**src/lpc_params.svh**
```systemverilog
/*
  Constants for the keypad and backlight LED control block: register
  offsets, field positions, reset values and timing counts.
  Assumes a 50 MHz core clock and an 8-bit register port fed by the
  host serial interface decoder.
*/
`ifndef LPC_PARAMS_SVH
`define LPC_PARAMS_SVH

// Register offsets
`define LPC_ADDR_KPD_CTRL   8'h00
`define LPC_ADDR_KPD_SCALE  8'h02
`define LPC_ADDR_WLED_CTRL  8'h03
`define LPC_ADDR_MAIN_CODE  8'h04
`define LPC_ADDR_SUB_CODE   8'h05
`define LPC_ADDR_GPIO_CTRL  8'h06
`define LPC_ADDR_KPD_GATE   8'h08
`define LPC_ADDR_WLED_PWM   8'h2b

// Keypad control fields
`define LPC_KC_A_ON         0
`define LPC_KC_B_ON         1
`define LPC_KC_C_ON         2
`define LPC_KC_BLOCK_EN     3
`define LPC_KC_INT_PWM      4
`define LPC_KC_MODE         5

// Keypad current scale fields (low bit of each pair)
`define LPC_KS_A_LSB        4
`define LPC_KS_B_LSB        2
`define LPC_KS_C_LSB        0

// Backlight control fields
`define LPC_WC_SUB_EN       0
`define LPC_WC_MAIN_EN      1
`define LPC_WC_SHARED       2
`define LPC_WC_FADE_EN      3
`define LPC_WC_FADE_SEL     4
`define LPC_WC_SLOPE        5

// Other fields
`define LPC_GC_PWM_PIN      4
`define LPC_WP_SUB          0
`define LPC_WP_MAIN         1

// Reset values
`define LPC_RST_KPD_CTRL    8'h20
`define LPC_RST_ZERO        8'h00

// Timing
`define LPC_CLK_KHZ         50000
`define LPC_KPD_PWM_KHZ     20
`define LPC_KPD_PWM_CYC     (`LPC_CLK_KHZ / `LPC_KPD_PWM_KHZ)
`define LPC_FADE_SLOW_MS    1300
`define LPC_FADE_FAST_MS    650
`define LPC_FADE_STEPS      255
`define LPC_FADE_SLOW_CYC   ((`LPC_FADE_SLOW_MS * `LPC_CLK_KHZ) / `LPC_FADE_STEPS)
`define LPC_FADE_FAST_CYC   ((`LPC_FADE_FAST_MS * `LPC_CLK_KHZ) / `LPC_FADE_STEPS)

`endif

```
**src/lpc_pkg.sv**
```systemverilog
/*
  Types shared by the LED control block.
  Assumes lpc_params.svh supplies all numeric constants.
*/
package lpc_pkg;
  // One register byte
  typedef logic [7:0] lpc_byte_t;
  // Two-bit current scale code
  typedef logic [1:0] lpc_scale_t;
endpackage

```
**src/lpc_led_ctrl.sv**
```systemverilog
/*
  Keypad LED and backlight sink control: register file, 20 kHz
  internal keypad PWM, external PWM gating and backlight fading.
  Assumes a byte-wide register port already decoded from the host
  serial interface, and an external PWM pin that is asynchronous.
*/
`timescale 1ns/1ps
`include "lpc_params.svh"

module lpc_led_ctrl #(
  parameter int FADE_SLOW_CYC = `LPC_FADE_SLOW_CYC,
  // Fast slope is half the slow one; derived so one override moves both
  parameter int FADE_FAST_CYC = FADE_SLOW_CYC / 2,
  parameter int KPD_PWM_CYC   = `LPC_KPD_PWM_CYC,
  // Internal duty tracks the period, so shortening the period keeps 50 %
  parameter int KPD_PWM_HIGH  = KPD_PWM_CYC / 2
) (
  // Clock and reset
  input  wire logic          mclk,
  input  wire logic          rst_b,
  // Register write port
  input  wire logic          reg_wr_en,
  input  wire logic [7:0]    reg_wr_addr,
  input  wire logic [7:0]    reg_wr_data,
  // Register read port
  input  wire logic [7:0]    reg_rd_addr,
  output logic [7:0]         reg_rd_data,
  // External PWM pin, asynchronous
  input  wire logic          ext_pwm_pin,
  // Keypad sink controls
  output logic               kpd_out_a,
  output logic               kpd_out_b,
  output logic               kpd_out_c,
  output logic               kpd_output_mode,
  output logic [1:0]         kpd_a_current_scale,
  output logic [1:0]         kpd_b_current_scale,
  output logic [1:0]         kpd_c_current_scale,
  // Backlight sink controls
  output logic [7:0]         main_code,
  output logic [7:0]         sub_code,
  output logic               main_drive,
  output logic               sub_drive
);

  // Register state
  lpc_pkg::lpc_byte_t kpd_ctrl_ff,  nxt_kpd_ctrl;   // Keypad control
  lpc_pkg::lpc_byte_t kpd_scale_ff, nxt_kpd_scale;  // Keypad current scale
  lpc_pkg::lpc_byte_t wled_ctrl_ff, nxt_wled_ctrl;  // Backlight control
  lpc_pkg::lpc_byte_t main_tgt_ff,  nxt_main_tgt;   // Main target code
  lpc_pkg::lpc_byte_t sub_tgt_ff,   nxt_sub_tgt;    // Sub target code
  lpc_pkg::lpc_byte_t gpio_ctrl_ff, nxt_gpio_ctrl;  // GPIO control
  lpc_pkg::lpc_byte_t kpd_gate_ff,  nxt_kpd_gate;   // Keypad gate selects
  lpc_pkg::lpc_byte_t wled_pwm_ff,  nxt_wled_pwm;   // Backlight PWM enables
  lpc_pkg::lpc_byte_t rd_data_ff,   nxt_rd_data;    // Read data

  // Pin synchroniser
  logic pwm_meta_ff;   // First stage, read only by second
  logic pwm_sync_ff;   // Safe to use

  // Timing and fade state
  logic [11:0] pwm_cnt_ff,  nxt_pwm_cnt;    // Internal PWM phase
  logic [23:0] fade_cnt_ff, nxt_fade_cnt;   // Fade step prescaler
  lpc_pkg::lpc_byte_t main_cur_ff, nxt_main_cur;  // Main live code
  lpc_pkg::lpc_byte_t sub_cur_ff,  nxt_sub_cur;   // Sub live code

  // Output flops
  logic [2:0] kpd_out_ff, nxt_kpd_out;
  logic       mode_ff, nxt_mode;
  logic [5:0] scale_ff, nxt_scale;
  lpc_pkg::lpc_byte_t main_code_ff, nxt_main_code;
  lpc_pkg::lpc_byte_t sub_code_ff,  nxt_sub_code;
  logic       main_drive_ff, nxt_main_drive;
  logic       sub_drive_ff,  nxt_sub_drive;

  // Decoded controls
  logic       blk_en, int_sel, pin_en, int_pwm, fade_en, fade_sel, shared;
  logic [2:0] on_bits, gate_bits;
  logic [23:0] step_lim;
  logic        fade_tick;

  assign blk_en    = kpd_ctrl_ff[`LPC_KC_BLOCK_EN];
  assign int_sel   = kpd_ctrl_ff[`LPC_KC_INT_PWM];
  assign on_bits   = kpd_ctrl_ff[2:0];
  assign gate_bits = kpd_gate_ff[2:0];
  assign pin_en    = gpio_ctrl_ff[`LPC_GC_PWM_PIN];
  assign fade_en   = wled_ctrl_ff[`LPC_WC_FADE_EN];
  assign fade_sel  = wled_ctrl_ff[`LPC_WC_FADE_SEL];
  assign shared    = wled_ctrl_ff[`LPC_WC_SHARED];
  assign int_pwm   = (pwm_cnt_ff < 12'(KPD_PWM_HIGH));
  // Slope bit picks the per-step interval
  assign step_lim  = wled_ctrl_ff[`LPC_WC_SLOPE] ? 24'(FADE_FAST_CYC - 1)
                                                 : 24'(FADE_SLOW_CYC - 1);
  assign fade_tick = (fade_cnt_ff >= step_lim);

  // Register writes; unmapped addresses are dropped
  always_comb begin
    nxt_kpd_ctrl  = kpd_ctrl_ff;
    nxt_kpd_scale = kpd_scale_ff;
    nxt_wled_ctrl = wled_ctrl_ff;
    nxt_main_tgt  = main_tgt_ff;
    nxt_sub_tgt   = sub_tgt_ff;
    nxt_gpio_ctrl = gpio_ctrl_ff;
    nxt_kpd_gate  = kpd_gate_ff;
    nxt_wled_pwm  = wled_pwm_ff;
    if (reg_wr_en) begin
      case (reg_wr_addr)
        `LPC_ADDR_KPD_CTRL:  nxt_kpd_ctrl  = {2'h0, reg_wr_data[5:0]};
        `LPC_ADDR_KPD_SCALE: nxt_kpd_scale = {2'h0, reg_wr_data[5:0]};
        `LPC_ADDR_WLED_CTRL: nxt_wled_ctrl = {2'h0, reg_wr_data[5:0]};
        `LPC_ADDR_MAIN_CODE: nxt_main_tgt  = reg_wr_data;
        `LPC_ADDR_SUB_CODE:  nxt_sub_tgt   = reg_wr_data;
        `LPC_ADDR_GPIO_CTRL: nxt_gpio_ctrl = {3'h0, reg_wr_data[4], 4'h0};
        `LPC_ADDR_KPD_GATE:  nxt_kpd_gate  = {5'h0, reg_wr_data[2:0]};
        `LPC_ADDR_WLED_PWM:  nxt_wled_pwm  = {6'h0, reg_wr_data[1:0]};
        default: ;
      endcase
    end
  end

  // Register storage; switch mode after reset
  always_ff @(posedge mclk or negedge rst_b) begin
    if (!rst_b) begin
      kpd_ctrl_ff  <= `LPC_RST_KPD_CTRL;
      kpd_scale_ff <= `LPC_RST_ZERO;
      wled_ctrl_ff <= `LPC_RST_ZERO;
      main_tgt_ff  <= `LPC_RST_ZERO;
      sub_tgt_ff   <= `LPC_RST_ZERO;
      gpio_ctrl_ff <= `LPC_RST_ZERO;
      kpd_gate_ff  <= `LPC_RST_ZERO;
      wled_pwm_ff  <= `LPC_RST_ZERO;
    end else begin
      kpd_ctrl_ff  <= nxt_kpd_ctrl;
      kpd_scale_ff <= nxt_kpd_scale;
      wled_ctrl_ff <= nxt_wled_ctrl;
      main_tgt_ff  <= nxt_main_tgt;
      sub_tgt_ff   <= nxt_sub_tgt;
      gpio_ctrl_ff <= nxt_gpio_ctrl;
      kpd_gate_ff  <= nxt_kpd_gate;
      wled_pwm_ff  <= nxt_wled_pwm;
    end
  end

  // Read mux, one cycle latency; unmapped reads give zero
  always_comb begin
    case (reg_rd_addr)
      `LPC_ADDR_KPD_CTRL:  nxt_rd_data = kpd_ctrl_ff;
      `LPC_ADDR_KPD_SCALE: nxt_rd_data = kpd_scale_ff;
      `LPC_ADDR_WLED_CTRL: nxt_rd_data = wled_ctrl_ff;
      `LPC_ADDR_MAIN_CODE: nxt_rd_data = main_tgt_ff;
      `LPC_ADDR_SUB_CODE:  nxt_rd_data = sub_tgt_ff;
      `LPC_ADDR_GPIO_CTRL: nxt_rd_data = gpio_ctrl_ff;
      `LPC_ADDR_KPD_GATE:  nxt_rd_data = kpd_gate_ff;
      `LPC_ADDR_WLED_PWM:  nxt_rd_data = wled_pwm_ff;
      default:             nxt_rd_data = `LPC_RST_ZERO;
    endcase
  end

  // Read data register
  always_ff @(posedge mclk or negedge rst_b) begin
    if (!rst_b) begin
      rd_data_ff <= `LPC_RST_ZERO;
    end else begin
      rd_data_ff <= nxt_rd_data;
    end
  end

  // Two-stage synchroniser on the PWM pin
  always_ff @(posedge mclk or negedge rst_b) begin
    if (!rst_b) begin
      pwm_meta_ff <= 1'b0;
      pwm_sync_ff <= 1'b0;
    end else begin
      pwm_meta_ff <= ext_pwm_pin;
      pwm_sync_ff <= pwm_meta_ff;
    end
  end

  // Internal keypad PWM phase, free running
  always_comb begin
    if (pwm_cnt_ff >= 12'(KPD_PWM_CYC - 1)) begin
      nxt_pwm_cnt = 12'h000;
    end else begin
      nxt_pwm_cnt = pwm_cnt_ff + 12'h001;
    end
  end

  // Internal PWM register
  always_ff @(posedge mclk or negedge rst_b) begin
    if (!rst_b) begin
      pwm_cnt_ff <= 12'h000;
    end else begin
      pwm_cnt_ff <= nxt_pwm_cnt;
    end
  end

  // Fade: live codes walk one step per tick, so time scales with change
  always_comb begin
    nxt_fade_cnt = fade_tick ? 24'h000000 : fade_cnt_ff + 24'h000001;
    nxt_main_cur = main_tgt_ff;
    nxt_sub_cur  = sub_tgt_ff;
    if (fade_en && !fade_sel) begin
      // Main fades; with shared DAC sub follows main
      nxt_main_cur = main_cur_ff;
      if (fade_tick && main_cur_ff < main_tgt_ff) begin
        nxt_main_cur = main_cur_ff + 8'h01;
      end else if (fade_tick && main_cur_ff > main_tgt_ff) begin
        nxt_main_cur = main_cur_ff - 8'h01;
      end
    end else if (fade_en && fade_sel) begin
      // Sub fades alone
      nxt_sub_cur = sub_cur_ff;
      if (fade_tick && sub_cur_ff < sub_tgt_ff) begin
        nxt_sub_cur = sub_cur_ff + 8'h01;
      end else if (fade_tick && sub_cur_ff > sub_tgt_ff) begin
        nxt_sub_cur = sub_cur_ff - 8'h01;
      end
    end
  end

  // Fade registers
  always_ff @(posedge mclk or negedge rst_b) begin
    if (!rst_b) begin
      fade_cnt_ff <= 24'h000000;
      main_cur_ff <= `LPC_RST_ZERO;
      sub_cur_ff  <= `LPC_RST_ZERO;
    end else begin
      fade_cnt_ff <= nxt_fade_cnt;
      main_cur_ff <= nxt_main_cur;
      sub_cur_ff  <= nxt_sub_cur;
    end
  end

  // Output decisions; brightness register plays no part here
  always_comb begin
    for (int i = 0; i < 3; i++) begin
      if (!blk_en || !on_bits[i]) begin
        nxt_kpd_out[i] = 1'b0;
      end else if (gate_bits[i] && pin_en) begin
        // Active high gate, AND with internal PWM when selected
        nxt_kpd_out[i] = int_sel ? (pwm_sync_ff & int_pwm) : pwm_sync_ff;
      end else begin
        nxt_kpd_out[i] = int_sel ? int_pwm : 1'b1;
      end
    end
    nxt_mode  = kpd_ctrl_ff[`LPC_KC_MODE];
    nxt_scale = kpd_scale_ff[5:0];
    nxt_main_code = main_cur_ff;
    nxt_sub_code  = shared ? main_cur_ff : sub_cur_ff;
    nxt_main_drive = wled_ctrl_ff[`LPC_WC_MAIN_EN] &
                     (!(wled_pwm_ff[`LPC_WP_MAIN] && pin_en) | pwm_sync_ff);
    nxt_sub_drive  = wled_ctrl_ff[`LPC_WC_SUB_EN] &
                     (!(wled_pwm_ff[`LPC_WP_SUB] && pin_en) | pwm_sync_ff);
  end

  // Output registers
  always_ff @(posedge mclk or negedge rst_b) begin
    if (!rst_b) begin
      kpd_out_ff    <= 3'h0;
      mode_ff       <= 1'b1;
      scale_ff      <= 6'h00;
      main_code_ff  <= `LPC_RST_ZERO;
      sub_code_ff   <= `LPC_RST_ZERO;
      main_drive_ff <= 1'b0;
      sub_drive_ff  <= 1'b0;
    end else begin
      kpd_out_ff    <= nxt_kpd_out;
      mode_ff       <= nxt_mode;
      scale_ff      <= nxt_scale;
      main_code_ff  <= nxt_main_code;
      sub_code_ff   <= nxt_sub_code;
      main_drive_ff <= nxt_main_drive;
      sub_drive_ff  <= nxt_sub_drive;
    end
  end

  // Port drive, all from flops
  assign reg_rd_data         = rd_data_ff;
  assign kpd_out_a           = kpd_out_ff[0];
  assign kpd_out_b           = kpd_out_ff[1];
  assign kpd_out_c           = kpd_out_ff[2];
  assign kpd_output_mode     = mode_ff;
  assign kpd_a_current_scale = scale_ff[5:4];
  assign kpd_b_current_scale = scale_ff[3:2];
  assign kpd_c_current_scale = scale_ff[1:0];
  assign main_code           = main_code_ff;
  assign sub_code            = sub_code_ff;
  assign main_drive          = main_drive_ff;
  assign sub_drive           = sub_drive_ff;

  // Checks
  property p_blk_off;
    @(posedge mclk) disable iff (!rst_b) !blk_en |=> (kpd_out_ff == 3'h0);
  endproperty
  a_blk_off: assert property (p_blk_off) else $error("keypad on while block disabled");

  property p_direct_on;
    @(posedge mclk) disable iff (!rst_b)
      (blk_en && !int_sel && on_bits[0] && !(gate_bits[0] && pin_en)) |=> kpd_out_a;
  endproperty
  a_direct_on: assert property (p_direct_on) else $error("direct mode output not on");

  property p_ext_direct;
    @(posedge mclk) disable iff (!rst_b)
      (blk_en && !int_sel && on_bits[1] && gate_bits[1] && pin_en) |=> (kpd_out_b == $past(pwm_sync_ff));
  endproperty
  a_ext_direct: assert property (p_ext_direct) else $error("gated output not following pin");

  property p_ext_and;
    @(posedge mclk) disable iff (!rst_b)
      (int_sel && gate_bits[2] && pin_en && !pwm_sync_ff) |=> !kpd_out_c;
  endproperty
  a_ext_and: assert property (p_ext_and) else $error("gated output on while pin low");

  property p_pwm_wrap;
    @(posedge mclk) disable iff (!rst_b)
      (pwm_cnt_ff == 12'(KPD_PWM_CYC - 1)) |=> (pwm_cnt_ff == 12'h000);
  endproperty
  a_pwm_wrap: assert property (p_pwm_wrap) else $error("internal PWM period wrong");

  property p_scale_map;
    @(posedge mclk) disable iff (!rst_b)
      (reg_wr_en && reg_wr_addr == `LPC_ADDR_KPD_SCALE) |=> ##1
        (kpd_a_current_scale == $past(reg_wr_data[5:4], 2) && kpd_c_current_scale == $past(reg_wr_data[1:0], 2));
  endproperty
  a_scale_map: assert property (p_scale_map) else $error("scale fields misplaced");

  property p_shared;
    @(posedge mclk) disable iff (!rst_b) shared |=> (sub_code_ff == main_code_ff);
  endproperty
  a_shared: assert property (p_shared) else $error("shared DAC codes differ");

  property p_bl_gate;
    @(posedge mclk) disable iff (!rst_b)
      (wled_pwm_ff[`LPC_WP_MAIN] && pin_en && !pwm_sync_ff) |=> !main_drive;
  endproperty
  a_bl_gate: assert property (p_bl_gate) else $error("main sink on while pin low");

  property p_no_fade;
    @(posedge mclk) disable iff (!rst_b) !fade_en |=> (main_cur_ff == $past(main_tgt_ff));
  endproperty
  a_no_fade: assert property (p_no_fade) else $error("code moved without fade");

  property p_fade_step;
    @(posedge mclk) disable iff (!rst_b)
      (fade_en && !fade_sel && !fade_tick) |=> $stable(main_cur_ff);
  endproperty
  a_fade_step: assert property (p_fade_step) else $error("fade stepped off tick");

endmodule // lpc_led_ctrl

```
**config.mk**
```make
export PLATFORM = sky130hd
export DESIGN_NAME = lpc_led_ctrl
export DESIGN_NICKNAME = d
export VERILOG_FILES = /design/src/lpc_pkg.sv /design/src/lpc_led_ctrl.sv
export VERILOG_INCLUDE_DIRS = /design/src
export SDC_FILE = /design/constraint.sdc
export NUM_CORES = 1
export LEC_CHECK = 0
export ABC_CLOCK_PERIOD_IN_PS = 6690
export BUFFER_PORTS_ARGS = -buffer_cell sky130_fd_sc_hd__buf_2
export CAP_MARGIN = 5
export CORE_MARGIN = 2
export CORE_UTILIZATION = 64
export DETAILED_ROUTE_END_ITERATION = 10
export PLACE_DENSITY_LB_ADDON = 0.15
export SETUP_SLACK_MARGIN = 0.2
export SLEW_MARGIN = 20
export SYNTH_ARGS = -nofsm -noshare
export SYNTH_HDL_FRONTEND = slang
export SYNTH_SLANG_ARGS = --single-unit
```
**constraint.sdc**
```tcl
create_clock -name mclk -period 6.69 [get_ports mclk]
set_input_delay 1.0035 -clock mclk [delete_from_list [all_inputs] [get_ports mclk]]
set_output_delay 1.0035 -clock mclk [all_outputs]
set_load 0.05 [all_outputs]
```
# Word-level counts from Yosys, hierarchy flattened
# Index checks and enable logic that the tools add are counted.
[op_classes] n_addsub=6 n_lt_le_gt_ge=7 n_eq_ne=16 mux=20 bitwise_logic=5 n_reduce_logical=31
[op_table] op="2-to-1 mux 8 bit" count=8
[op_table] op="case mux 8 bit (8 select lines)" count=1
[op_table] op="equality test 8 x 3 -> 1 bit, second input constant" count=6
[op_table] op="equality test 8 x 2 -> 1 bit, second input constant" count=4
[op_table] op="adder 24 x 1 -> 24 bit, second input constant" count=1
[op_table] op=">= comparator 24 x 18 -> 1 bit" count=1
[op_table] op="2-to-1 mux 24 bit" count=1
[op_table] op="2-to-1 mux 18 bit" count=1
[op_table] op="adder 8 x 1 -> 8 bit, second input constant" count=2
[op_table] op="equality test 8 x 4 -> 1 bit, second input constant" count=2
[op_table] op="equality test 8 x 6 -> 1 bit, second input constant" count=2
[op_table] op="> comparator 8 bit" count=2
[op_table] op="logical NOT 8 bit" count=2
[op_table] op="< comparator 8 bit" count=2
[op_table] op="AND reduction 2 bit" count=8
[op_table] op="subtractor 8 x 1 -> 8 bit, second input constant" count=2
[op_table] op="adder 12 x 1 -> 12 bit, second input constant" count=1
[op_table] op=">= comparator 12 bit, second input constant" count=1
[op_table] op="< comparator 12 x 11 -> 1 bit, second input constant" count=1
[op_table] op="2-to-1 mux 12 bit" count=1
[op_table] op="logical AND 1 bit" count=11
[op_table] op="2-to-1 mux 1 bit" count=8
[op_table] op="logical NOT 1 bit" count=7
[op_table] op="!= test 4 x 2 -> 1 bit, second input constant" count=1
[op_table] op="other kinds (4)" count=9
[totals] ff_bits=130 input_bits=28 out_inout_bits=36 word_cells=107

# Longest topological paths before layout
# Gate-level depths: netlist (run 1).
[logic_depth] depth_word=7 ltp_mapped=16 ltp_nobuf=15

# Worst setup path after synthesis (run 1)
# Ideal clock, no wire load.
[synth_timing] kind="register to register" startpoint="reg wled_ctrl_ff[5]" endpoint="reg sub_cur_ff[7]" setup_ps=124 t_arrival_ps=3493 t_required_ps=6566 setup_slack_ps=3073 stages_incl_launch_ff=17 path_buffers=1 period_less_slack_ps=3617 cell_sequence="dfrtp_1 -> inv_1 -> ha_1 -> nand4_1 -> o211ai_1 -> a31oi_1 -> a21oi_2 -> clkbuf_1 -> nand2_1 -> ha_1 -> a21oi_1 -> nor2b_1 -> o31a_1 -> o41ai_1 -> xnor2_1 -> o21a_1 -> o31a_1"
[synth_via] elab_chain_cells=6 elab_cells_between_ends=8 classes_between="order compare: 1; eq/ne: 1; mux: 4; reduce/logical: 2"
[synth_lines] element="from (decl)" line_no="lpc_led_ctrl.sv:48" rtl="lpc_pkg::lpc_byte_t wled_ctrl_ff, nxt_wled_ctrl;"
[synth_lines] element="from (signal assigned)" line_no="lpc_led_ctrl.sv:125" rtl="wled_ctrl_ff <= `LPC_RST_ZERO;"
[synth_lines] element="from (signal assigned)" line_no="lpc_led_ctrl.sv:134" rtl="wled_ctrl_ff <= nxt_wled_ctrl;"
[synth_lines] element="2-to-1 mux 18 bit *" line_no="lpc_led_ctrl.sv:91" rtl="assign step_lim = wled_ctrl_ff[`LPC_WC_SLOPE] ? 24'(FADE_FAST_CYC - 1)"
[synth_lines] element=">= comparator 24 x 18 -> 1 bit *" line_no="lpc_led_ctrl.sv:93" rtl="assign fade_tick = (fade_cnt_ff >= step_lim);"
[synth_lines] element="logical AND 1 bit" line_no="lpc_led_ctrl.sv:212" rtl="if (fade_tick && sub_cur_ff < sub_tgt_ff) begin"
[synth_lines] element="2-to-1 mux 8 bit" line_no="lpc_led_ctrl.sv:212"
[synth_lines] element="2-to-1 mux 8 bit" line_no="lpc_led_ctrl.sv:209" rtl="end else if (fade_en && fade_sel) begin"
[synth_lines] element="2-to-1 mux 8 bit" line_no="lpc_led_ctrl.sv:201" rtl="if (fade_en && !fade_sel) begin"
[synth_lines] element="to (signal assigned)" line_no="lpc_led_ctrl.sv:225" rtl="sub_cur_ff <= `LPC_RST_ZERO;"
[synth_lines] element="to (signal assigned)" line_no="lpc_led_ctrl.sv:229" rtl="sub_cur_ff <= nxt_sub_cur;"
[synth_lines] element="to (decl)" line_no="lpc_led_ctrl.sv:64" rtl="lpc_pkg::lpc_byte_t sub_cur_ff, nxt_sub_cur;"
# Every way passes the cells marked *; elsewhere a longest branch is shown, timed or not.
# A chain may end at the register's enable or synchronous reset.

# Final worst setup path (run 1)
# Ends and elaborated chain as after synthesis.

==> results of run 1 <==
## worst paths after layout
kind,from,endpoint,slack (ns),cells after the start
setup / recovery,wled_ctrl_ff[5],sub_cur_ff[7],2.49,15
hold / removal,pwm_meta_ff,pwm_sync_ff,0.36,0
setup reg to reg,wled_ctrl_ff[5],sub_cur_ff[7],2.49,15
hold reg to reg,pwm_meta_ff,pwm_sync_ff,0.36,0
max in group asynchronous,rst_b,fade_cnt_ff[7],4.84,2
min in group asynchronous,rst_b,main_code[4],0.54,1
## worst max-delay path: cells and delay by family (launching register included)
kind | cells | cell delay (ns)
adder cells (fa/ha/maj) | 2 | 0.68
AND/OR/NAND/NOR | 3 | 0.54
XOR/XNOR | 1 | 0.14
flip-flops | 1 | 0.49
AO/OA/AOI/OAI | 8 | 2.10
buffers and inverters | 1 | 0.13
## Yosys cell counts, types with 8 or more instances
master / number
inv_1: 24
and3_1: 8
ha_1: 39
xnor2_1: 16
nand2_1: 62
mux2_2: 43
nand3_1: 14
a21oi_1: 21
dfrtp_1: 128
mux2i_1: 13
nor3_1: 13
clkbuf_1: 8
nand4_1: 8
xor2_1: 18
o21ai_0: 37
nor2_1: 56
## kinds of logic (layout without fill, tap and decap cells)
family / after synthesis / in the layout / share of synthesized area (%)
other cells: 1 / 5 / 0.05787
xor+xnor: 34 / 34 / 4.595
fa+ha+maj: 41 / 41 / 8.148
mux: 56 / 56 / 9.480
compound gates: 104 / 104 / 10.58
simple gates: 195 / 195 / 14.67
flops: 130 / 130 / 50.24
buf+inv: 36 / 120 / 2.220
## power by group
group | leakage [nW] | switching (mW) | internal (mW)
Clock | 0.299 | 0.368 | 0.579
Combinational | 1.69 | 0.285 | 0.196
Sequential | 1.67 | 0.0334 | 0.823
Total | 3.67 | 0.686 | 1.60
## routing by layer
metal	vias to the layer above	GRT usage [%]	routed length [um]
li1	2262	-	-
met1	2336	36.81	6135
met2	114	44.12	6980
met3	32	7.236	647
met4	0	11.24	340
met5	-	0	0
## state kept, by name, indices dropped and copies added (netlist names), 8 cells and up
| name | cells |
|---|---|
| main_tgt_ff | 8 |
| pwm_cnt_ff | 12 |
| sub_cur_ff | 8 |
| fade_cnt_ff | 24 |
| reg_rd_data | 8 |
| main_cur_ff | 8 |
| sub_tgt_ff | 8 |
| sub_code | 8 |
| main_code | 8 |
## final cells by class
type                       instances  area [um2]
sequential                       130        3256
multi-input combinational        435        3103
clock inverter                    15       195.2
inverter                          24       90.09
fill                             654        2270
clock buffer                      17       414.1
timing repair buffer              64       325.3
tap                              133       166.4
## per-stage QoR
stage / utilization (%) / area (um2) / hold WS [ns]
2_1_floorplan: - / 6495 / 0.3312
3_3_place_gp: 70.60 / 6933 / 0.3407
3_5_place_dp: 70.60 / 6933 / 0.3464
4_1_cts: 76.81 / 7542 / 0.3612
5_1_grt: 76.89 / 7550 / 0.3638
6_report: 76.89 / 7550 / 0.3597
==> results, run 1 <==
- The run finished with clean final reports.
- The height of the chip is 104.6 um.
- Ranked by total cell area, the synthesized netlist is headed by dfrtp_1 (49%), ha_1 (7.5%), mux2_2 (7.5%).
- The sink count of the clock tree is between 100 and 150.
- The worst-case IR drop observed on VDD is 0.0002389 V.
- Leaving out fill and tap cells, the most frequent cells in the layout are dfrtp_1 (128), nand2_1 (62), buf_2 (62), nor2_1 (56), mux2_2 (43).
- After synthesis the cells add up to 0.006480 mm2.
- The final count of hold timing violations came to 0.
- The number of max-capacitance violations reported is 0.
- The worst max-slew margin expressed relative to the limit is 38.09%.
- The routed wire length per instance is ~17 um.
- The max-slew violation count is 0.
- The post-synthesis to final-layout area growth is 16.51%.
- The timing-limited maximum frequency is roughly 240 MHz.
- At the worst endpoint, the arrival time is 4.63 ns.
- Detailed routing inserted a total of 4744 vias.
- The standard cell core area is ~0.0098 mm2.
- The netlist uses 60 different library cells.
- Routability-driven placement finished with a final weighted congestion of a little under 0.9.
- The leakage power total is roughly 3.7 nW.
- The clock tree buffer depth is 2.
- The initialized floorplan defines 36 standard-cell rows.
- The maximum net fanout on the critical path is 24.
- The number of input and output port buffers inserted is 63.
- The area of the die is 0.01095 mm2.
- The count of final setup violators is 0.
- In the final design database the tool counted 741 nets.
- The clock tree from TritonCTS is yes.
- The total overflow left after global routing is 0.
- The clock insertion delay at the later pin of the skew report is about 0.55 ns.
- Sequential elements use 50.24% of the synthesized area.
- For the final routed database, the setup TNS stands at 0 ns.
- The tree is rooted in a clkbuf_8.
- STA classifies the critical path endpoint as a flip-flop.
- The share of flip-flops with an asynchronous set or reset after synthesis is 100.0%.
- Pin placement for this block handled 64 I/O pins.
- Once detailed placement completed, the half-perimeter wirelength came to 9.786 mm.
- Entering global routing, the biggest net connects 67 pins.
- The first-pass iteration count of the detailed router is 4.
- The worst setup slack after placement is 2.200 ns.
- In this run, synthesis inferred 0 flip-flops with an integrated enable.
- The delay of the slowest critical-path stage is between 0.5 and 0.6 ns.
- The post-layout worst setup margin is 2.492 ns.
- The number of antenna diodes is 0.
- The wire length of the first global-routing pass is 23.60 mm.
- The count of H-tree levels built during CTS is 4.
- The detail route stage leaves a number of antenna-violating nets equal to 0.
- The all-layer global routing usage is 27.82%.
- The kind of start point of the critical path is a flip-flop.
- Setup repair after global routing left no endpoint under its margin.
- The proportion of layout cells with a drive suffix above 1 is between 20 and 25%.
- Counting the buffers created by CTS gives 17.
- In this run the worst hold path is classified as flip-flop to flip-flop.
- The number of antenna violations at the first check in global routing is 0.
- The post-synthesis area per instance is between 10 and 15 um2.
- After the flow finishes, the layout carries non-filler instances totaling 818.
- The post-cts resize count is 0.
- The placed instance count is ~790.
- dfrtp_1 takes more of the synthesized area than any other cell.
- Walking the worst path, the cells encountered are inv_1 > ha_1 > nand4_1 > o211ai_1 > a31oi_1 > a21oi_4 > nand2_1 > ha_1 > a21oi_1 > nor2b_1 > o31a_1 > o41ai_1 > xnor2_1 > o21a_1 > o31a_1.
- Clock-pin slew was measured on the worst setup and hold paths at 0.06 ns.
- The minimum period implied by the final worst setup slack is 4.198 ns.
- The flip-flop and latch count after synthesis is 130.
- The post-cts hold buffer count is 0.
- After clock tree synthesis, the setup repair step added 0 buffers.
- The cell with the biggest individual delay on the critical path is a21oi_4.
- The critical path required time is 7.12 ns.
- The x dimension of the die is 104.6 um.
- The transition at the pin with the smallest max-transition slack is 0.9266 ns.
- Dividing the detail-routed via count by the number of cells gives 5.800.
- The total wire length is ~14 mm.
- The worst setup path is of the flip-flop to flip-flop kind.
- The initial DRC count is 259.
- The initial utilization of the core area, before any placement, comes to 65.99%.
- The main flop type after synthesis is dfrtp_1.
- The via count of the first global-routing pass is 4777.
- The number of warnings reported in the yosys synthesis log is 0.
- The total design power is 2.284 mW.
- The library cell used most frequently in the layout, excluding fill and tap cells, is dfrtp_1.
- In the routed design, unresolved DRC markers number 0.
- Dividing the final minimum period by the clock period gives 62.75%.
- The share of synthesized area in the top cell type comes to between 40% and 50%.
- The power density over the cells is roughly 300 mW/mm2.
- Clock skew on the completed layout was measured at roughly 0.013 ns.
- Synthesis produced 597 cells.
(Power assumes the default switching activity.)
==> run 2, diff against run 1 <==
ABC_AREA = 1   (was default)
ABC_CLOCK_PERIOD_IN_PS = 4300   (was 6690)
CORE_UTILIZATION = 60   (was 64)
clock period = 4.3 ns   (was 6.69 ns; I/O delays follow)
==> run 2 against run 1 <==
  * Area after synthesis rose by 3.1%
  * Combinational power is 24% higher
  * Synthesized cell count grew 30%
  * Non-clock buffer count increased by 1
  * Die area grew 9.6%
  * Worst hold slack worse by 0.24 ns
  * Maximum frequency grew 24%
  * Register-to-register slack worse by 1.6 ns
  * Sequential share of layout area fell by 0.80 points
==> results, run 2 <==
- The flow ran to the end, and the final reports show no timing, DRC or antenna violations.
- Counting flops and latches in the post-synthesis netlist gives 130.
- Each instance of the synthesized netlist takes up on average approximately 8.6 um2.
- The area growth from synthesis to layout is 15.09%.
- The via-per-instance ratio is 5.484.
- Routability-driven placement finished with a final weighted congestion of 0.9108.
- In this run the worst path has a maximum fanout of 22.
- For this design the ratio of total power to cell area is 421.9 mW/mm2.
- The leakage power total is about 3.9 nW.
- The most common library cell in the layout ignoring fill and taps is nand2_1.
- Summed over all instances, the cell type with the most area after synthesis is dfrtp_1.
- The worst path in the final design needs a cycle of 3.372 ns, including I/O delays and setup.
- The count of flip-flops with a built-in enable after synthesis is 0.
- The largest registers in the layout are fade_cnt_ff (24), pwm_cnt_ff (12).
- The remaining number of nets flagged by the antenna check after routing is 0.
- The final count of hold timing violations is 0.
- The register with the most flip-flops in the layout has 24 of them.
- The first detailed-routing pass took 5 iterations.
- The total design power is 3.245 mW.
- After layout, the worst path uses 78.42% of the clock period.
- The proportion of layout cells with a drive suffix above 1 is 14.14%.
- The number of setup buffers added after CTS is 0.
- After legalization and detailed placement, the total HPWL measured between 10 and 15 mm.
- TritonCTS built the clock tree.
- The final sum of negative setup slack is 0 ns.
- Global routing used 28.48% of the available tracks.
- For this configuration, the core starts out at a cell density of 61.66%.
- The maximum number of pins on one net before global-route repair is 85.
- The gate count after technology mapping is 779.
- The cell at the root of the clock tree is clkbuf_8.
- The synthesized design devotes to its leading area cell type around 48% of total area.
- The tightest hold path in the finished design has a slack of approximately 0.12 ns.
- The proportion of synthesized chip area in sequential cells is 48.71%.
- Fill cells in the final layout number 856.
- The wire length of the first global-routing pass is 26.03 mm.
- The worst pin sits at a relative slew slack of between 40% and 50%.
- The clock passes through at most 2 buffers.
- In the final routed layout, each cell accounts on average for 15.61 um.
- For this run, the leading register cell type out of synthesis is dfrtp_1.
- The clock-pin slew of the registers on the worst-case setup and hold paths is 0.06 ns.
- The transition at the pin with the smallest max-transition slack is 0.8768 ns.
- The register with the most flip-flops in the final layout is fade_cnt_ff.
- In this run, CTS created clock tree buffers numbering 17.
- The floorplan has 38 rows.
- The total overflow reported by the global router is 0.
- The signal arrival time at the worst endpoint is 3.77 ns.
- The die is 109.5 um wide.
- Setup violations remaining at the end of the flow were counted as 0.
- The boundary pin count is 64.
- Sorting the synthesized cells by area gives the leading types as dfrtp_1 (48%), nand2_1 (9.6%), ha_1 (7.3%).
- The first routing iteration left 373 violations.
- After clock tree synthesis, the flow added hold-fix buffers numbering 0.
- The detailed router placed 5539 vias in this run.
- The clock arrives with 0.005846 ns of skew.
- Setup repair after global routing left no endpoint under its margin.
- The region available for standard cell placement spans roughly 0.011 mm2.
- For this run, design rule violations remaining after detail routing come to 0.
- In the layout the commonest cells are nand2_1 (171), dfrtp_1 (128), inv_1 (108), nor2_1 (66), o21ai_0 (65).
- The die covers around 0.012 mm2.
- The max-slew violation count came to 0.
- Summed over all layers, the routed wires come to 15.76 mm.
- The Yosys step of the flow raised 0 warnings.
- The via count of the first global-routing pass is 5512.
- The mapped netlist covers between 0.006 and 0.007 mm2.
- For the worst-skew pair, the clock arrives at the later sink with an insertion delay of 0.52 ns.
- The worst setup path is captured at a flip-flop.
- The maximum ir drop on the vdd rail is 0.0003310 V.
- In the synthesized netlist, the cells that appear most often are nand2_1 (171), dfrtp_1 (128), inv_1 (108).
- The number of input and output port buffers inserted is 63.
- Of all flip-flops after synthesis, the portion carrying an async set or reset was 100.0%.
- The number of antenna violations at the first check in global routing came to 0.
- Across the run, the number of max-cap violations was 0.
- The H-tree was split into 4 levels.
- Once the clock tree was built, the resizer swapped 0 gates to a different size.
- Data on the critical path is required at its endpoint by 4.70 ns.
- The total number of nets in the final design is 926.
- The kind of start point of the critical path is a flip-flop.
- The height of the chip is 109.5 um.
- The repair_antennas step left the layout with diodes totalling 0.
- The sink count of the clock tree is 130.
- The netlist uses 48 different library cells.
- By instance count, the leading cell after synthesis is nand2_1.
- The timing-limited maximum frequency is 296.6 MHz.
- By startpoint and endpoint, the worst setup path is classified as flip-flop to flip-flop.
- The type of the tightest min-delay check is input port to asynchronous set/reset pin.
[run 2: report_power, final]
part	leakage [nW]	switching, mW	total [mW]	internal (mW)
registers	1.76	0.0448	1.32	1.27
logic	1.84	0.397	0.595	0.198
clock network	0.259	0.537	1.33	0.796
[run 2: worst paths after layout]
check	startpoint	to	slack [ns]	cells after the start
worst max-delay path	wled_ctrl_ff[5]	sub_cur_ff[6]	0.93	18
worst min-delay path	rst_b	pwm_cnt_ff[5]	0.12	1
worst max register to register	wled_ctrl_ff[5]	sub_cur_ff[6]	0.93	18
worst min register to register	pwm_meta_ff	pwm_sync_ff	0.35	0
max in group asynchronous	rst_b	wled_pwm_ff[1]	3.25	2
min in group mclk	ext_pwm_pin	pwm_meta_ff	0.23	1
[run 2: worst max-delay path, stage by stage, from the launching register on]
cell	delay, ns
dfrtp_1	0.48
inv_1	0.15
ha_1	0.30
nand2_1	0.06
nor2_2	0.10
nand3b_1	0.09
nor2_2	0.13
nand2_2	0.07
nand2_4	0.24
nand2_1	0.31
ha_1	0.45
a21oi_1	0.16
nand2_1	0.09
nand2_1	0.06
nand2_1	0.05
a21oi_1	0.16
nor2_1	0.06
nor3b_1	0.17
o21ai_1	0.09
[run 2: layout make-up]
cell class              instances  area, um2  share of cell area (%)
clock buffers                  20      445.4                   5.790
clock inverters                12      108.9                   1.415
well taps                     140      175.2                   2.277
repair buffers                 65      336.6                   4.375
flip-flops and latches        130       3256                   42.32
inverters                     111      416.7                   5.416
multi-input cells             532       2954                   38.40
[run 2: kinds of logic after synthesis]
| kind of cell | count (synthesis) | share of synthesized area (%) |
|---|---|---|
| AND/OR/NAND/NOR | 324 | 21.56 |
| AO/OA/AOI/OAI | 150 | 12.88 |
| flip-flops | 130 | 48.71 |
| buffers and inverters | 121 | 7.319 |
| adder cells (fa/ha/maj) | 41 | 7.900 |
| XOR/XNOR | 12 | 1.572 |
| other | 1 | 0.05610 |
[run 2: stage by stage]
| step | setup WS [ns] | instances | cell area, um2 | utilization (%) |
|---|---|---|---|---|
| final | 0.9280 | 1010 | 7692 | 70.96 |
| after floorplan | 1.567 | 783 | 6699 | - |
| after CTS | 0.9241 | 1010 | 7689 | 70.93 |
| after global placement | 1.146 | 978 | 7134 | 65.81 |
| after detailed placement | 0.9467 | 978 | 7134 | 65.81 |
| after global routing | 0.5392 | 1010 | 7692 | 70.96 |
[run 2: per-layer routing]
layer | vias to the layer above | global-route usage, % | part of all wire [%]
li1 | 2724 | - | -
met1 | 2650 | 35.83 | 43
met4 | 0 | 8.590 | 1.3
met5 | - | 0 | 0
met3 | 21 | 6.520 | 4.2
met2 | 144 | 49.03 | 51
==> run 3, diff against run 2 <==
ABC_CLOCK_PERIOD_IN_PS = 3350   (was 4300)
clock period = 3.35 ns   (was 4.3 ns; I/O delays follow)
==> run 3 against run 2 <==
  * Die area unchanged
  * Non-clock buffer count rose by 4
  * Largest power group unchanged
  * Clock power is 53% higher
  * Cell count up 0.30%
  * Wire length rose by 3.4%
  * Largest cell class unchanged
  * Sequential share of layout area fell by 0.78 points
  * Total power increased by 40%
  * Worst hold slack got worse by 0.10 ns
  * Via count increased by 3.1%
  * Register-to-register slack worse by 0.47 ns
==> results, run 3 (synthesis results as in run 2) <==
- For this run, the detailed router's first-pass iteration total came to 5.
- The timing-limited maximum frequency is 345.7 MHz.
- The x dimension of the die is about 110 um.
- The via-per-instance ratio is around 5.6.
- Routability-driven placement finished with a final weighted congestion of 0.9492.
- The initial cell density of the core is about three fifths.
- The worst setup path category is flip-flop to flip-flop.
- The largest registers in the layout are fade_cnt_ff (24), pwm_cnt_ff (12).
- Leaving out fill and tap cells, the most frequent cell in the layout is nand2_1.
- The count of fill cells added during filler insertion is a little over 800.
- The final sum of negative setup slack is 0 ns.
- The portion of total power attributed to the clock network is 45.0%.
- The run finished with clean final reports.
- STA classifies the critical path endpoint as a flip-flop.
- The proportion of layout cells with a drive suffix above 1 is 15.12%.
- The first global-routing pass estimated between 20 and 30 mm of wire.
- The total via count in the routed design is 5708.
- The signal arrival time at the worst endpoint is 3.30 ns.
- In this run, placement finished with an instance count of 981.
- The total wire length is roughly 16 mm.
- Summed over all nets, the switching power comes to roughly 1.2 mW.
- The critical path required time is between 3 and 4 ns.
- For this block, the initial DRC count from the detailed router was 381.
- Clock tree synthesis found a total of 130 sinks.
- The wire-length estimate of the detail-placed layout is ~12 mm.
- The tightest min-delay check is of the input port to asynchronous set/reset pin type.
- The flip-flop count of the largest register after layout is 24.
- Setup violations remaining at the end of the flow were counted as 0.
- The total design power is 4.535 mW.
- Global routing used 7.113% of the available met3 tracks.
- Of all nets on the critical path, the largest fanout is 8.
- The final count of hold timing violations is 0.
- Counting flops per register, the top entry is fade_cnt_ff.
- The number of max-capacitance violations reported is 0.
- In the global route stage, met1 resource usage came out at between 30% and 40%.
- In this run the number of H-tree levels came out at 4.
- The routed wire length per instance is between 15 and 20 um.
- In this run the remaining antenna-violating nets after routing total 0.
- The longest clock path from root to sink contains 2 buffers.
- The worst max-slew margin expressed relative to the limit is 41.38%.
- The minimum period implied by the final worst setup slack is around 2.9 ns.
- The height of the chip is 109.5 um.
- Across the routed clock network, the largest skew measured is 0.01234 ns.
- The total overflow reported by the global router is 0.
- Setup repair after global routing left no endpoint under its margin.
- The area growth from synthesis to layout is 17.37%.
- The number of cell rows is 38.
- In this run switching power makes up 27.41% of total power.
- The power share of the combinational group is roughly 18%.
- The all-layer global routing usage is 29.21%.
- The internal power contribution is 3.292 mW.
- Buffers inserted during clock tree synthesis total 17.
- The number of antenna diodes in the final layout is 0.
- The count of buffers added on input and output ports is 63.
- Power spread over the standard cell area amounts to 578.0 mW/mm2.
- After the last flow step, the layout net total stands at 930.
- The global routing stage identified its most utilized layer as met2.
- The number of antenna violations at the first check in global routing is 0.
- Per report_power, the sequential group accounts for 37.4% of the total.
- Entering global routing, the biggest net connects 58 pins.
- The worst path uses 86.34% of the clock period.
- The die covers between 0.01 and 0.015 mm2.
- After clock tree synthesis, the clock-pin slew on the worst setup and hold paths is 0.06 ns.
- The leakage power total is 3.944 nW.
- The max-slew violation count came to 0.
- Clock latency on the worst-skew pair, taken at its later pin, is 0.52 ns.
- The final instance count without filler cells is slightly above 1000.
- The cell at the root of the clock tree is clkbuf_8.
- After floorplanning, the core was sized to cover 0.01084 mm2.
- The clock tree from TritonCTS is yes.
- The via count of the first global-routing pass is 5728.
- The kind of start point of the critical path is a flip-flop.
- The transition at the pin with the smallest max-transition slack is 0.8761 ns.
- Across the VDD grid, the largest voltage drop is 0.0004467 V.
- The boundary pin count is 64.
- In the global route stage, met2 resource usage came out at between 50 and 60%.
- Leaving out fill and tap cells, the most frequent cells in the layout are nand2_1 (170), dfrtp_1 (125), inv_1 (107), nor2_1 (66), o21ai_0 (65).
- The number of remaining DRC errors is 0.
- The final cell utilization of the core is 72.37%.
[run 3: cell count changes in the layout (fill, tap and decap cells not counted), sizes merged]
cell,previous run,this run
clkinvlp,5,0
buf,65,69
clkbuf,20,23
clkinv,6,4
bufinv,1,5
inv,111,110
[run 3: worst max-delay path: stages, from the launching register on]
cell	delay [ns]
dfrtp_1	0.38
inv_1	0.10
ha_1	0.32
inv_1	0.06
nor2_1	0.03
o21ai_0	0.16
nand2_1	0.12
a21oi_4	0.22
nand2_4	0.13
fa_1	0.41
nand3_1	0.08
nand2_1	0.08
nand2_1	0.07
nand2_1	0.06
a21oi_1	0.16
o21ai_0	0.09
a21oi_1	0.20
o21ai_1	0.09
[run 3: per-layer routing]
metal / vias up / share of wire, % / routed length, um
li1: 2726 / - / -
met3: 34 / 5.0 / 814
met5: - / 0 / 0
met4: 0 / 2.3 / 374
met1: 2758 / 42 / 6771
met2: 190 / 51 / 8334
[run 3: final timing paths]
path                            cells past startpoint               to            from  slack, ns
worst max-delay path                               17   main_cur_ff[6]  main_tgt_ff[1]       0.46
worst min-delay path                                1  kpd_scale_ff[4]           rst_b       0.02
worst max register to register                     17   main_cur_ff[6]  main_tgt_ff[1]       0.46
worst min register to register                      0      pwm_sync_ff     pwm_meta_ff       0.35
max in group asynchronous                           2   fade_cnt_ff[7]           rst_b       2.54
min in group mclk                                   1      pwm_meta_ff     ext_pwm_pin       0.08
[run 3: repair_timing]
action,in CTS,in global routing
gates resized for setup,0,6
hold buffers,0,0
endpoints found under the setup margin,0,7
setup buffers,0,1
[run 3: final cells by class]
cell class / count / area (um2) / share of cell area, %
clock buffer: 23 / 486.7 / 6.204
clock inverter: 8 / 172.7 / 2.201
inverter: 111 / 416.7 / 5.311
multi-input combinational: 532 / 2959 / 37.72
sequential: 130 / 3259 / 41.55
tap: 140 / 175.2 / 2.233
timing repair buffer: 69 / 375.4 / 4.785
[run 3: metrics by stage]
step	hold WS [ns]	worst slack (ns)	cell area (um2)
finish	0.01895	0.4574	7845
global route	0.05409	0.2121	7845
CTS	0.04238	0.2448	7829
detailed placement	0.3364	0.2667	7169
global placement	0.3325	0.3608	7169
floorplan	0.2069	0.6171	6699
[run 3: power by group through the flow]
stage | sequential, mW | clock (mW) | combinational, mW
after floorplan | 1.77 | 0 | 0.495
after global placement | 1.72 | 0 | 0.745
after detailed placement | 1.72 | 0 | 0.775
after CTS | 1.69 | 2.05 | 0.784
after global routing | 1.70 | 2.13 | 0.890
final | 1.69 | 2.04 | 0.799
